<file path="src/shared/sap_pkg.sv">
// Purpose: Shared constants and carriers for the sensor alarm register bank.
// Assumes: Byte-wide registers at byte offsets on a plain register port.
// Notes:   Reset values are whole-register values built from their fields.
`default_nettype none
package sap_pkg;
  localparam int unsigned ADDR_W = 8;
  localparam int unsigned DATA_W = 8;
  localparam int unsigned LIM_W  = 3;
  localparam int unsigned NMON   = 3;
  localparam int unsigned NLANE  = 5;

  localparam logic [7:0] ADR_MON_CTRL  = 8'h17;
  localparam logic [7:0] ADR_MON0_LIM  = 8'h19;
  localparam logic [7:0] ADR_MON1_LIM  = 8'h1A;
  localparam logic [7:0] ADR_TEMP_LIM  = 8'h1B;
  localparam logic [7:0] ADR_RX_MASK   = 8'h1C;
  localparam logic [7:0] ADR_MON_MASK  = 8'h1D;
  localparam logic [7:0] ADR_RET_MASK  = 8'h1E;
  localparam logic [7:0] ADR_HS_POL    = 8'h20;
  localparam logic [7:0] ADR_LP_POL    = 8'h21;
  localparam logic [7:0] ADR_HS_DBG    = 8'h22;
  localparam logic [7:0] ADR_LP_DBG    = 8'h23;
  localparam logic [7:0] ADR_MON_STAT  = 8'h40;
  localparam logic [7:0] ADR_IRQ_STAT  = 8'h41;
  localparam logic [7:0] ADR_IRQ_MASK  = 8'h42;

  localparam logic [7:0] RST_LIM       = 8'h62;
  localparam logic [7:0] RST_MON_CTRL  = 8'h0C;
  localparam logic [7:0] RST_RX_MASK   = 8'h3F;
  localparam logic [7:0] RST_ZERO      = 8'h00;

  localparam int unsigned LIM_HI_LSB   = 4;
  localparam int unsigned LIM_LO_LSB   = 0;
  localparam int unsigned CTRL_SEL_LSB = 0;
  localparam int unsigned CTRL_TEN_LSB = 2;
  localparam logic [1:0]  CTRL_TEN_ON  = 2'h3;

  localparam int unsigned RX_MISS_FRAME = 5;
  localparam int unsigned RX_PHY_SYNC   = 4;
  localparam int unsigned RX_PHY_CTRL   = 3;
  localparam int unsigned RX_HDR_ECC2   = 2;
  localparam int unsigned RX_CHECKSUM   = 1;
  localparam int unsigned RX_LENGTH     = 0;
  localparam int unsigned RX_W          = 6;

  localparam int unsigned RET_CRC       = 1;
  localparam int unsigned RET_LINK      = 0;
  localparam int unsigned RET_W         = 2;

  localparam int unsigned IRQ_RX        = 0;
  localparam int unsigned IRQ_MON       = 1;
  localparam int unsigned IRQ_RET       = 2;
  localparam int unsigned IRQ_W         = 3;

  localparam int unsigned LANE_CLK      = 4;
  localparam int unsigned HS_DBG_W      = 7;

  typedef struct packed {
    logic [7:0] addr;
    logic [7:0] wdata;
    logic       wr;
    logic       rd;
  } sap_bus_t;

  // Monitor 2 is temperature, 1 and 0 are the voltage monitors.
  typedef struct packed {
    logic [LIM_W-1:0] temp;
    logic [LIM_W-1:0] mon1;
    logic [LIM_W-1:0] mon0;
  } sap_meas_t;
endpackage
`default_nettype wire

</file>
<file path="src/hw/sap_alarm_regs.sv">
// Purpose: Threshold, alarm enable and lane polarity register bank.
// Assumes: Measurement codes and error levels come from logic on this clock.
// Notes:   Lane samples are pin levels and are synchronised before use.
`timescale 1ns/10ps
`default_nettype none
module sap_alarm_regs (
  input  wire logic                            i_ref_clk,
  input  wire logic                            i_reset_n,
  input  wire sap_pkg::sap_bus_t               i_bus,
  output logic [sap_pkg::DATA_W-1:0]           o_rd_data,
  input  wire sap_pkg::sap_meas_t              i_meas,
  input  wire logic [sap_pkg::RX_W-1:0]        i_rx_err,
  input  wire logic [sap_pkg::RET_W-1:0]       i_ret_err,
  input  wire logic [sap_pkg::NLANE-1:0]       i_hs_lane,
  input  wire logic [sap_pkg::NLANE-1:0]       i_lp_lane,
  output logic [sap_pkg::NLANE-1:0]            o_hs_lane,
  output logic [sap_pkg::NLANE-1:0]            o_lp_lane,
  output logic [sap_pkg::RX_W-1:0]             o_rx_alarm,
  output logic [2*sap_pkg::NMON-1:0]           o_mon_alarm,
  output logic [sap_pkg::RET_W-1:0]            o_ret_alarm,
  output logic                                 o_irq
);
  localparam int unsigned NM = sap_pkg::NMON;
  localparam int unsigned LW = sap_pkg::LIM_W;

  logic [7:0]              lim_q [NM];
  logic [7:0]              ctrl_q;
  logic [7:0]              rx_mask_q;
  logic [7:0]              mon_mask_q;
  logic [7:0]              ret_mask_q;
  logic [sap_pkg::NLANE-1:0] hs_pol_q;
  logic [7:0]              lp_pol_q;
  logic [sap_pkg::HS_DBG_W-1:0] hs_dbg_q;
  logic [sap_pkg::HS_DBG_W-1:0] lp_dbg_q;
  logic [2*NM-1:0]         mon_stat_q;
  logic [sap_pkg::IRQ_W-1:0] irq_stat_q;
  logic [sap_pkg::IRQ_W-1:0] irq_mask_q;
  logic [sap_pkg::NLANE-1:0] hs_s1_q;
  logic [sap_pkg::NLANE-1:0] hs_s2_q;
  logic [sap_pkg::NLANE-1:0] lp_s1_q;
  logic [sap_pkg::NLANE-1:0] lp_s2_q;
  logic [2*NM-1:0]         cond;
  logic [NM-1:0]           mon_on;
  logic [LW-1:0]           meas [NM];
  logic [sap_pkg::RX_W-1:0]  rx_gate;
  logic [2*NM-1:0]         mon_gate;
  logic [sap_pkg::RET_W-1:0] ret_gate;
  logic [sap_pkg::IRQ_W-1:0] irq_ev;
  logic [7:0]              rd_d;
  logic                    stat_clr;

  function automatic logic wr_at(input logic [7:0] a);
    wr_at = i_bus.wr && (i_bus.addr == a);
  endfunction

  assign meas[0] = i_meas.mon0;
  assign meas[1] = i_meas.mon1;
  assign meas[2] = i_meas.temp;

  // Monitor activity: voltage select field and the temperature enable.
  assign mon_on[0] = ctrl_q[sap_pkg::CTRL_SEL_LSB];
  assign mon_on[1] = ctrl_q[sap_pkg::CTRL_SEL_LSB+1];
  assign mon_on[2] = ctrl_q[sap_pkg::CTRL_TEN_LSB+:2] ==
                     sap_pkg::CTRL_TEN_ON;

  // One comparator pair per monitor; cond bit 2i+1 is high, 2i is low.
  // An equal code raises neither side, so a code on the limit is quiet.
  for (genvar gi = 0; gi < NM; gi++) begin : g_mon
    assign cond[2*gi+1] = mon_on[gi] &&
      (meas[gi] > lim_q[gi][sap_pkg::LIM_HI_LSB+:LW]);
    assign cond[2*gi]   = mon_on[gi] &&
      (meas[gi] < lim_q[gi][sap_pkg::LIM_LO_LSB+:LW]);
  end

  assign rx_gate  = i_rx_err & rx_mask_q[sap_pkg::RX_W-1:0];
  assign mon_gate = cond & mon_mask_q[2*NM-1:0];
  assign ret_gate = i_ret_err & ret_mask_q[sap_pkg::RET_W-1:0];
  assign irq_ev[sap_pkg::IRQ_RX]  = |rx_gate;
  assign irq_ev[sap_pkg::IRQ_MON] = |mon_gate;
  assign irq_ev[sap_pkg::IRQ_RET] = |ret_gate;

  // A named strobe lets the checks look back at the clear request.
  assign stat_clr = wr_at(sap_pkg::ADR_MON_STAT);

  always_ff @(posedge i_ref_clk) begin
    if (!i_reset_n) begin
      for (int i = 0; i < NM; i++) begin
        lim_q[i] <= sap_pkg::RST_LIM;
      end
    end else begin
      if (wr_at(sap_pkg::ADR_MON0_LIM)) begin
        lim_q[0] <= i_bus.wdata;
      end
      if (wr_at(sap_pkg::ADR_MON1_LIM)) begin
        lim_q[1] <= i_bus.wdata;
      end
      if (wr_at(sap_pkg::ADR_TEMP_LIM)) begin
        lim_q[2] <= i_bus.wdata;
      end
    end
  end

  always_ff @(posedge i_ref_clk) begin
    if (!i_reset_n) begin
      ctrl_q     <= sap_pkg::RST_MON_CTRL;
      rx_mask_q  <= sap_pkg::RST_RX_MASK;
      mon_mask_q <= sap_pkg::RST_ZERO;
      ret_mask_q <= sap_pkg::RST_ZERO;
      irq_mask_q <= '0;
    end else begin
      if (wr_at(sap_pkg::ADR_MON_CTRL)) begin
        ctrl_q <= i_bus.wdata;
      end
      if (wr_at(sap_pkg::ADR_RX_MASK)) begin
        rx_mask_q <= i_bus.wdata;
      end
      if (wr_at(sap_pkg::ADR_MON_MASK)) begin
        mon_mask_q <= i_bus.wdata;
      end
      if (wr_at(sap_pkg::ADR_RET_MASK)) begin
        ret_mask_q <= i_bus.wdata;
      end
      if (wr_at(sap_pkg::ADR_IRQ_MASK)) begin
        irq_mask_q <= i_bus.wdata[sap_pkg::IRQ_W-1:0];
      end
    end
  end

  // The debug enables only store; keeping them zero is up to software.
  always_ff @(posedge i_ref_clk) begin
    if (!i_reset_n) begin
      hs_pol_q <= '0;
      lp_pol_q <= sap_pkg::RST_ZERO;
      hs_dbg_q <= '0;
      lp_dbg_q <= '0;
    end else begin
      if (wr_at(sap_pkg::ADR_HS_POL)) begin
        hs_pol_q <= i_bus.wdata[sap_pkg::NLANE-1:0];
      end
      if (wr_at(sap_pkg::ADR_LP_POL)) begin
        lp_pol_q <= i_bus.wdata;
      end
      if (wr_at(sap_pkg::ADR_HS_DBG)) begin
        hs_dbg_q <= i_bus.wdata[sap_pkg::HS_DBG_W-1:0];
      end
      if (wr_at(sap_pkg::ADR_LP_DBG)) begin
        lp_dbg_q <= i_bus.wdata[sap_pkg::HS_DBG_W-1:0];
      end
    end
  end

  // Sticky flags clear by writing one; a new event in the same cycle wins.
  always_ff @(posedge i_ref_clk) begin
    if (!i_reset_n) begin
      mon_stat_q <= '0;
    end else begin
      mon_stat_q <= (mon_stat_q & ~({2*NM{stat_clr}}
                    & i_bus.wdata[2*NM-1:0])) | cond;
    end
  end

  always_ff @(posedge i_ref_clk) begin
    if (!i_reset_n) begin
      irq_stat_q <= '0;
      o_irq      <= 1'b0;
    end else begin
      irq_stat_q <= (irq_stat_q & ~({sap_pkg::IRQ_W{
                    wr_at(sap_pkg::ADR_IRQ_STAT)}}
                    & i_bus.wdata[sap_pkg::IRQ_W-1:0])) | irq_ev;
      o_irq      <= |(irq_stat_q & irq_mask_q);
    end
  end

  always_ff @(posedge i_ref_clk) begin
    if (!i_reset_n) begin
      o_rx_alarm  <= '0;
      o_mon_alarm <= '0;
      o_ret_alarm <= '0;
    end else begin
      o_rx_alarm  <= rx_gate;
      o_mon_alarm <= mon_gate;
      o_ret_alarm <= ret_gate;
    end
  end

  // Two-stage synchronisers; only the second stage feeds the inverters.
  always_ff @(posedge i_ref_clk) begin
    if (!i_reset_n) begin
      hs_s1_q   <= '0;
      hs_s2_q   <= '0;
      lp_s1_q   <= '0;
      lp_s2_q   <= '0;
      o_hs_lane <= '0;
      o_lp_lane <= '0;
    end else begin
      hs_s1_q   <= i_hs_lane;
      hs_s2_q   <= hs_s1_q;
      lp_s1_q   <= i_lp_lane;
      lp_s2_q   <= lp_s1_q;
      o_hs_lane <= hs_s2_q ^ hs_pol_q;
      o_lp_lane <= lp_s2_q ^ lp_pol_q[sap_pkg::NLANE-1:0];
    end
  end

  // Read data stand for one cycle per cycle of read strobe; unmapped offsets read zero.
  always_comb begin
    rd_d = '0;
    unique case (i_bus.addr)
      sap_pkg::ADR_MON_CTRL: rd_d = ctrl_q;
      sap_pkg::ADR_MON0_LIM: rd_d = lim_q[0];
      sap_pkg::ADR_MON1_LIM: rd_d = lim_q[1];
      sap_pkg::ADR_TEMP_LIM: rd_d = lim_q[2];
      sap_pkg::ADR_RX_MASK:  rd_d = rx_mask_q;
      sap_pkg::ADR_MON_MASK: rd_d = mon_mask_q;
      sap_pkg::ADR_RET_MASK: rd_d = ret_mask_q;
      sap_pkg::ADR_HS_POL:   rd_d = {3'h0, hs_pol_q};
      sap_pkg::ADR_LP_POL:   rd_d = lp_pol_q;
      sap_pkg::ADR_HS_DBG:   rd_d = {1'b0, hs_dbg_q};
      sap_pkg::ADR_LP_DBG:   rd_d = {1'b0, lp_dbg_q};
      sap_pkg::ADR_MON_STAT: rd_d = {2'h0, mon_stat_q};
      sap_pkg::ADR_IRQ_STAT: rd_d = {5'h00, irq_stat_q};
      sap_pkg::ADR_IRQ_MASK: rd_d = {5'h00, irq_mask_q};
      default:               rd_d = '0;
    endcase
  end

  always_ff @(posedge i_ref_clk) begin
    if (!i_reset_n) begin
      o_rd_data <= '0;
    end else begin
      o_rd_data <= i_bus.rd ? rd_d : '0;
    end
  end
endmodule
`default_nettype wire

</file>
<file path="config.mk">
export PLATFORM = sky130hd
export DESIGN_NAME = sap_alarm_regs
export DESIGN_NICKNAME = d
export VERILOG_FILES = /design/src/shared/sap_pkg.sv /design/src/hw/sap_alarm_regs.sv
export SDC_FILE = /design/constraint.sdc
export NUM_CORES = 1
export LEC_CHECK = 0
export ABC_CLOCK_PERIOD_IN_PS = 3100
export BUFFER_PORTS_ARGS = -buffer_cell sky130_fd_sc_hd__buf_2
export CELL_PAD_IN_SITES_DETAIL_PLACEMENT = 0
export CELL_PAD_IN_SITES_GLOBAL_PLACEMENT = 1
export CORE_AREA = 2 2 114 127
export CTS_CLUSTER_DIAMETER = 120
export DETAILED_ROUTE_END_ITERATION = 16
export DIE_AREA = 0 0 116 129
export GPL_TIMING_DRIVEN = 0
export PLACE_DENSITY = 0.8
export SYNTH_ARGS = -nofsm -noshare
export SYNTH_HDL_FRONTEND = slang
export SYNTH_SLANG_ARGS = --single-unit
</file>
<file path="constraint.sdc">
create_clock -name i_ref_clk -period 3.1 [get_ports i_ref_clk]
set_input_delay 0 -clock i_ref_clk [delete_from_list [all_inputs] [get_ports i_ref_clk]]
set_output_delay 0 -clock i_ref_clk [all_outputs]
set_load 0.02 [all_outputs]
</file>
==> impl_metrics.tcl, run 1 <==
set metrics [dict create \
    outcome "finished, final reports clean" \
    slew_headroom 0.118 \
    cts_tree "done" \
    initial_core_util 0.470 \
    grt_usage 0.271 \
    wl_um 19300 \
    drc 0 \
    fp.dieW_um 116 \
    finalCritPeriodShare 0.653 \
    switchingPower_w 0.00106 \
    vias_per_cell 5.55 \
    synth_async_sr_flop_share 0 \
    drt_first_iter_violations 354 \
    yosys_warnings 0 \
    hpwl_um 14000 \
    end_kind "flip-flop" \
    setup_tns_ns 0 \
    syn_area_mm2 0.00641 \
    cts-root-buf "clkbuf_16" \
    cellPowerDensity_mw_per_mm2 584 \
    numCtsBuffers 17 \
    antenna_left 0 \
    post-cts-setup-buffers 0 \
    synth_flop_cell "dfxtp_1" \
    antenna_found_initial 0 \
    synth_edf_count 24 \
    ys_types 64 \
    crit_chain "buf_2 -> nor2b_1 -> nand2_1 -> o21ai_0" \
    htreeDepth 4 \
    path_clk_slew_ns 0.06 \
    use_met3 0.0457 \
    syn-num-nets 697 \
    skew_ns 0.00691 \
    sequentialPowerShare 0.435 \
    grt_pass1_wl_um 29600 \
    setup_slack_ns 1.08 \
    rsz0062_at_grt "no" \
    period_needed_ns 2.02 \
    ctsHoldBuffers 23 \
    place.gp.congestion 0.970 \
    p_int_w 0.00356 \
    pre_cts_slack_ns 0.416 \
    insertion_delay_ns 0.43 \
    fmax_mhz 494 \
    grtUsageMet2 0.443 \
    hold_class "in -> reg" \
    power_frac_comb 0.069 \
    cp_data_required_time_ns 3.14 \
    numPortBuffers 73 \
    use_met1 0.347 \
    slowest_stage "o21ai_0" \
    wire_per_inst_um 20.3 \
    setup_viol 0 \
    area_growth_pct 23.5 \
    final_nets 813 \
    finalHoldViolCount 0 \
    static-leakage-power_nw 3.37 \
    cts_resized 0 \
    slew_viol_final 0 \
    dieHeight_um 129 \
    cts_buffer_depth 2 \
    worst_slew_pin_slew_ns 1.31 \
    cpPeakStageDelay_ns 1.14 \
    p_sw_frac 0.229 \
    vias 5287 \
    drive_gt1_frac 0.200 \
    synth_seq_cells 148 \
    diodes 0 \
    worstPathArrival_ns 2.06 \
    crit_type "in -> reg" \
    power_frac_clock 0.495 \
    synth_area_per_cell_um2 10.1 \
    core_mm2 0.0136 \
    grt_max_degree 17 \
    rows 45 \
    timing.max_cap.violations 0 \
    overflow 0 \
    crit_path_start_kind "primary input" \
    grt_pass1_vias 5242 \
    peakVddDrop_uv 455 \
    firstDrtPassIters 5 \
    path_max_fanout 10 \
    cts.sinks 148 \
    die_area_mm2 0.0150 \
    grt-busiest-layer "met2" \
    seq_area_frac_synth 0.500 \
    fill_cells 1224 \
    ios 80 \
    syn_inst 635 \
]
==> synth_stat cells, types with 15 or more instances <==
cell type	count	area (µm²)
and3_1	15	93.8
a21oi_1	34	170
clkbuf_1	23	86.3
o21ai_0	20	100
dfxtp_1	124	2480
a22oi_1	18	135
nand3_1	17	85.1
mux2i_1	49	490
inv_1	18	67.6
and2_1	28	175
ha_1	15	188
edfxtp_1	24	721
nor2_1	60	225
nand2_1	50	188
==> layout by cell type, fill, tap and decap left out, types with 15 or more instances in the layout <==
cell / count
mux2i_1: 49
buf_2: 82
clkbuf_1: 23
inv_1: 18
and2_1: 28
edfxtp_1: 24
a22oi_1: 18
ha_1: 15
nor2_1: 60
a21oi_1: 34
nand2_1: 50
o21ai_0: 20
nand3_1: 17
dlygate4sd3_1: 23
and3_1: 15
dfxtp_1: 124
clkbuf_16: 18
==> stage by stage <==
stage / hold slack [ns] / area (µm²) / power [W] / cells / util
floorplan: 0.127 / 6410 / 0.00222 / 635 / -
global placement: 0.204 / 7010 / 0.00234 / 896 / 0.514
detailed placement: 0.210 / 7010 / 0.00235 / 896 / 0.514
CTS: 0.00458 / 7910 / 0.00463 / 951 / 0.580
global route: 0.0279 / 7910 / 0.00474 / 952 / 0.581
finish: 0.0157 / 7910 / 0.00462 / 952 / 0.581
==> logic make-up after synthesis <==
| group | share of synthesized area |
|---|---|
| compound gates | 0.138 |
| mux | 0.0941 |
| xor+xnor | 0.0137 |
| simple gates | 0.180 |
| buf+inv | 0.0443 |
| flops | 0.500 |
| fa+ha+maj | 0.0293 |
==> sequential cells by signal, indices dropped and copies added, names as in the netlist, 5 cells and up <==
name / flops
mon_mask_q: 8
lp_s2_q: 5
o_lp_lane: 5
hs_dbg_q: 7
lp_pol_q: 8
o_mon_alarm: 6
ctrl_q: 8
lp_dbg_q: 7
hs_s1_q: 5
o_rd_data: 8
o_hs_lane: 5
lp_s1_q: 5
ret_mask_q: 8
hs_s2_q: 5
o_rx_alarm: 6
rx_mask_q: 8
mon_stat_q: 6
lim_q: 24
hs_pol_q: 5
==> path summary, 6_finish.rpt <==
check	from	end	slack [ns]	cells past startpoint
worst max-delay path	i_bus[10]	lim_q[0][2]	1.08	4
worst min-delay path	i_bus[4]	mon_stat_q[2]	0.02	3
worst max register to register	lim_q[0][21]	irq_stat_q[1]	1.09	7
worst min register to register	hs_s1_q[2]	hs_s2_q[2]	0.43	1
==> worst max-delay path: cells and delay by family <==
family,cells,cell delay (ns)
buf+inv,1,0.21
simple gates,2,0.71
compound gates,1,1.14
==> cell type report <==
type,instances,area [µm²],share of cell area
sequential,148,3200,0.405
multi-input combinational,428,2920,0.369
timing repair buffer,97,601,0.0759
clock buffer,20,478,0.0604
tap,188,235,0.0297
buffer,41,216,0.0274
clock inverter,12,190,0.0240
inverter,18,67.6,0.00854
==> layer usage <==
metal  up-vias  wire, µm
li1       2472         -
met1      2547      8130
met2       224      9340
met3        44      1130
met4         0       698
met5         -         0
==> power by group through the flow <==
| stage | Combinational [W] | Sequential [W] | Clock [W] |
|---|---|---|---|
| after detailed placement | 0.000295 | 0.00205 | 0 |
| final | 0.000321 | 0.00201 | 0.00229 |
| after global routing | 0.000346 | 0.00202 | 0.00238 |
| after CTS | 0.000318 | 0.00201 | 0.00230 |
| after floorplan | 0.000162 | 0.00206 | 0 |
| after global placement | 0.000287 | 0.00205 | 0 |
(Power assumes the default switching activity.)
==> inputs of run 2 (changes only) <==
- ABC_CLOCK_PERIOD_IN_PS: 3100 -> 2000
- CORE_AREA: 2 2 114 127 -> 2 2 117 131
- DIE_AREA: 0 0 116 129 -> 0 0 119 133
- PLACE_DENSITY: 0.8 -> 0.76
- clock period: 3.1 -> 2 ns (I/O delays scaled with it)
==> run 2 against run 1 <==
- register-to-register slack lost 1.0 ns
- count of clock-buffer cells in the layout grew 2
- critical path depth grew 2
- worst hold slack gained 0.018 ns
- global-route usage shrank 1.8 points
- die area grew 5.8%
- sequential power grew 55%
- clock skew shrank 0.0018 ns
- via count shrank 2.0%
==> impl_metrics.tcl, run 2 (same netlist as run 1, synthesis figures left out) <==
set metrics [dict create \
    vias_per_cell 5.40 \
    crit_chain "inv_1 -> ha_1 -> a21o_1 -> a21oi_1 -> o211ai_1 -> o41a_1" \
    rows 47 \
    drc 0 \
    cp_data_required_time_ns 2.31 \
    grt_usage 0.253 \
    cts_tree "done" \
    antenna_found_initial 0 \
    static-leakage-power_nw 3.34 \
    instances_no_fill 959 \
    cpPeakStageDelay_ns 0.41 \
    dp.cells 904 \
    dieHeight_um 133 \
    initial_core_util 0.437 \
    hold_class "in -> reg" \
    wire_per_inst_um 20.1 \
    ios 80 \
    area_growth_pct 22.9 \
    insertion_delay_ns 0.42 \
    skew_ns 0.00511 \
    final_common_cell "dfxtp_1" \
    peakVddDrop_uv 620 \
    outcome "finished, final reports clean" \
    hpwl_um 14300 \
    power_w 0.00693 \
    crit_path_start_kind "flip-flop" \
    htreeDepth 4 \
    worstPathArrival_ns 2.22 \
    cts-root-buf "clkbuf_16" \
    fill_cells 1371 \
    diodes 0 \
    end_kind "flip-flop" \
    place.gp.congestion 0.925 \
    final_cell_mix "dfxtp_1, buf_2, nor2_1" \
    overflow 0 \
    firstDrtPassIters 5 \
    grt_pass1_wl_um 29800 \
    fmax_mhz 523 \
    wl_um 19200 \
    grt_max_degree 17 \
    slowest_stage "edfxtp_1" \
    finalCritPeriodShare 0.956 \
    finalHoldViolCount 0 \
    timing.max_cap.violations 0 \
    numCtsBuffers 17 \
    path_buf_inv 1 \
    path_max_fanout 3 \
    die_area_mm2 0.0158 \
    final_nets 812 \
    path_clk_slew_ns 0.06 \
    crit_type "reg -> reg" \
    grt_pass1_vias 5118 \
    post-cts-setup-buffers 0 \
    regMostFlops "lim_q" \
    cp_top_family "compound AO/OA/AOI/OAI gates" \
    fp.dieW_um 119 \
    period_needed_ns 1.91 \
    vias 5179 \
    worst_slew_pin_slew_ns 0.829 \
    slew_viol_final 0 \
    rsz0062_at_grt "no" \
    drive_gt1_frac 0.198 \
    largest_reg_flops 24 \
    numPortBuffers 73 \
    drt_first_iter_violations 301 \
    cts_buffer_depth 2 \
    cts.sinks 148 \
    slew_headroom 0.444 \
    cellPowerDensity_mw_per_mm2 879 \
    setup_viol 0 \
    antenna_left 0 \
    core_mm2 0.0146 \
]
-- run 2: cell types whose count changed in the layout (fill, tap and decap cells not counted), sizes merged --
| cell | previous run | this run |
|---|---|---|
| buf | 92 | 91 |
| bufinv | 4 | 3 |
| clkbuf | 43 | 45 |
| clkinv | 5 | 1 |
| clkinvlp | 0 | 1 |
| inv | 21 | 23 |
-- run 2: layout make-up --
type | count | area (µm²) | share of cell area
tap | 196 | 245 | 0.0311
multi-input combinational | 428 | 2930 | 0.372
clock buffer | 22 | 475 | 0.0604
inverter | 18 | 67.6 | 0.00858
clock inverter | 10 | 141 | 0.0180
timing repair buffer | 96 | 596 | 0.0756
buffer | 41 | 216 | 0.0275
sequential | 148 | 3200 | 0.407
-- run 2: path summary, 6_finish.rpt --
kind	slack, ns	start	to	cells after the start
setup / recovery	0.09	lim_q[0][13]	irq_stat_q[1]	6
hold reg to reg	0.43	lp_s1_q[4]	lp_s2_q[4]	1
setup reg to reg	0.09	lim_q[0][13]	irq_stat_q[1]	6
hold / removal	0.03	i_bus[8]	mon_mask_q[6]	3
-- run 2: timing repair --
item	in CTS	in global routing
endpoints found under the setup margin	15	1
pin swaps	0	3
resized for setup	2	2
endpoints found under the hold margin	30	0
cloned	0	0
hold buffers	23	0
-- run 2: metal layers --
metal  vias to the layer above  global-route usage  wire length, µm
met4                         0               0.112              647
met2                       194               0.426             9350
li1                       2480                   -                -
met5                         -                   0                0
met3                        45              0.0573             1240
met1                      2460               0.310             8010
-- run 2: worst register-to-register path: stages (launching register included) --
cell	delay, ns
edfxtp_1	0.41
inv_1	0.08
ha_1	0.23
a21o_1	0.17
a21oi_1	0.36
o211ai_1	0.15
o41a_1	0.40
-- run 2: stage by stage --
stage / setup WS, ns / instance area, µm² / hold slack, ns / setup TNS [ns] / util
floorplan: 0.216 / 6410 / 0.127 / 0 / -
global placement: -0.689 / 7020 / 0.204 / -9.46 / 0.479
detailed placement: -0.694 / 7020 / 0.210 / -9.04 / 0.479
CTS: 0.0800 / 7860 / 0.0260 / 0 / 0.537
global route: 0.00564 / 7880 / 0.0421 / 0 / 0.538
finish: 0.0887 / 7880 / 0.0335 / 0 / 0.538
-- run 2: power by group --
| group | total (W) | switching (W) | internal, W |
|---|---|---|---|
| registers | 0.00312 | 0.0000308 | 0.00309 |
| clock network | 0.00331 | 0.00123 | 0.00208 |
| logic | 0.000495 | 0.000307 | 0.000188 |
==> inputs of run 3 (changes only) <==
- ABC_CLOCK_PERIOD_IN_PS: 2000 -> 2400
- CORE_AREA: 2 2 117 131 -> 2 2 114 127
- DIE_AREA: 0 0 119 133 -> 0 0 116 129
- PLACE_DENSITY: 0.76 -> 0.87
- clock period: 2 -> 2.4 ns (I/O delays scaled with it)
==> run 3 against run 2 <==
- register-to-register slack improved by 0.39 ns
- first-iteration DRC count rose by 58%
- combinational power shrank 17%
- sequential share of layout area grew 0.50 points
- total power fell by 22%
- non-clock buffer count did not move
- critical path depth is 2 lower
- die area is 5.5% lower
- worst setup slack got worse by 0.071 ns
==> impl_metrics.tcl, run 3 (same netlist as run 1, synthesis figures left out) <==
set metrics [dict create \
    outcome "finished, final reports clean" \
    slowest_stage "o21ai_0" \
    numPortBuffers 73 \
    path_clk_slew_ns 0.06 \
    diodes 0 \
    crit_type "in -> reg" \
    largest_reg_flops 24 \
    initial_core_util 0.470 \
    dieHeight_um 129 \
    static-leakage-power_nw 3.31 \
    timing.max_cap.violations 0 \
    rows 45 \
    crit_path_start_kind "primary input" \
    antenna_found_initial 1 \
    cts_buffer_depth 2 \
    worst_slew_pin_slew_ns 1.43 \
    cts_tree "done" \
    grt_pass1_wl_um 29300 \
    wirelength_met1_um 7740 \
    cellPowerDensity_mw_per_mm2 698 \
    numCtsBuffers 17 \
    peakVddDrop_uv 475 \
    wire_per_inst_um 20.1 \
    htreeDepth 4 \
    setup_tns_ns 0 \
    setup_viol 0 \
    worstPathArrival_ns 2.41 \
    regMostFlops "lim_q" \
    cts.sinks 148 \
    end_kind "flip-flop" \
    wl_met2_um 9050 \
    firstDrtPassIters 5 \
    multiInputGateArea_mm2 0.00292 \
    overflow 0 \
    crit_chain "buf_2 -> nor2b_1 -> nand2_1 -> o21ai_0" \
    hold_class "in -> reg" \
    path_max_fanout 10 \
    vias_per_cell 5.63 \
    insertion_delay_ns 0.43 \
    fp.dieW_um 116 \
    die_area_mm2 0.0150 \
    vias 5351 \
    drc 0 \
    post-cts-setup-buffers 0 \
    skew_ns 0.00867 \
    period_needed_ns 2.38 \
    cp_data_required_time_ns 2.43 \
    core_mm2 0.0136 \
    finalCritPeriodShare 0.993 \
    fmax_mhz 420 \
    top_layer "met4" \
    drive_gt1_frac 0.198 \
    grt_usage 0.268 \
    slew_headroom 0.0375 \
    cpPeakStageDelay_ns 1.23 \
    dr_wl_met3_um 1510 \
    place.gp.congestion 0.951 \
    ios 80 \
    antenna_left 0 \
    grt_max_degree 17 \
    wl_um 19100 \
    finalHoldViolCount 0 \
    setup_slack_ns 0.0174 \
    drt_first_iter_violations 476 \
    final_common_cell "dfxtp_1" \
    grt_pass1_vias 5226 \
    regArea_mm2 0.00320 \
    pre_cts_slack_ns -0.335 \
    area_growth_pct 21.5 \
    fill_cells 1220 \
    whs_ns 0.0109 \
    final_cell_mix "dfxtp_1, buf_2, nor2_1" \
    cts-root-buf "clkbuf_16" \
    hpwl_um 14000 \
    rsz0062_at_grt "no" \
    final_nets 812 \
    slew_viol_final 0 \
]
run 3: cell types whose count changed in the layout (fill, tap and decap cells not counted), moves of 2 or more:
| cell | delta |
|---|---|
| clkinv_2 | +4 |
| bufinv_16 | -3 |
| clkbuf_1 | -3 |
| clkinv_4 | +2 |
| clkinvlp_4 | +2 |
| inv_6 | -2 |
| o21ai_0 | +2 |
| o21ai_1 | -2 |
run 3: through the flow:
stage	cells	area, µm²	util	power [W]
floorplan	635	6410	-	0.00286
global placement	896	7010	0.514	0.00302
detailed placement	896	7010	0.514	0.00303
CTS	950	7780	0.571	0.00545
global route	950	7780	0.571	0.00561
finish	950	7780	0.571	0.00543
run 3: what timing repair did:
action,in CTS,in global routing
hold buffers,23,0
hold endpoints to repair,32,0
gates resized for setup,0,0
run 3: final timing paths:
path	startpoint	endpoint	slack (ns)	depth (start not counted)
worst min-delay path	i_bus[8]	mon_mask_q[6]	0.01	3
worst max register to register	lim_q[0][13]	irq_stat_q[1]	0.48	6
worst min register to register	hs_s1_q[4]	hs_s2_q[4]	0.43	1
worst max-delay path	i_bus[11]	lim_q[0][8]	0.02	4
run 3: cell type report:
| type | instances | area share |
|---|---|---|
| Timing Repair Buffer | 96 | 0.0765 |
| Clock buffer | 19 | 0.0597 |
| Sequential cell | 148 | 0.412 |
| Inverter | 18 | 0.00868 |
| Multi-Input combinational cell | 428 | 0.375 |
| Tap cell | 188 | 0.0302 |
| Buffer | 41 | 0.0278 |
| Clock inverter | 12 | 0.0103 |
run 3: per-layer routing:
metal | vias up | global-route usage
li1 | 2483 | -
met1 | 2544 | 0.341
met2 | 275 | 0.431
met4 | 0 | 0.137
met5 | - | 0
met3 | 49 | 0.0579
run 3: power breakdown:
group / switching (W) / internal, W
clock: 0.00102 / 0.00140
combinational: 0.000256 / 0.000154
sequential: 0.0000251 / 0.00257
run 3: worst max-delay path: cells and delay by family:
family | cells | cell delay (ns)
AO/OA/AOI/OAI | 1 | 1.23
AND/OR/NAND/NOR | 2 | 0.93
buffers and inverters | 1 | 0.25
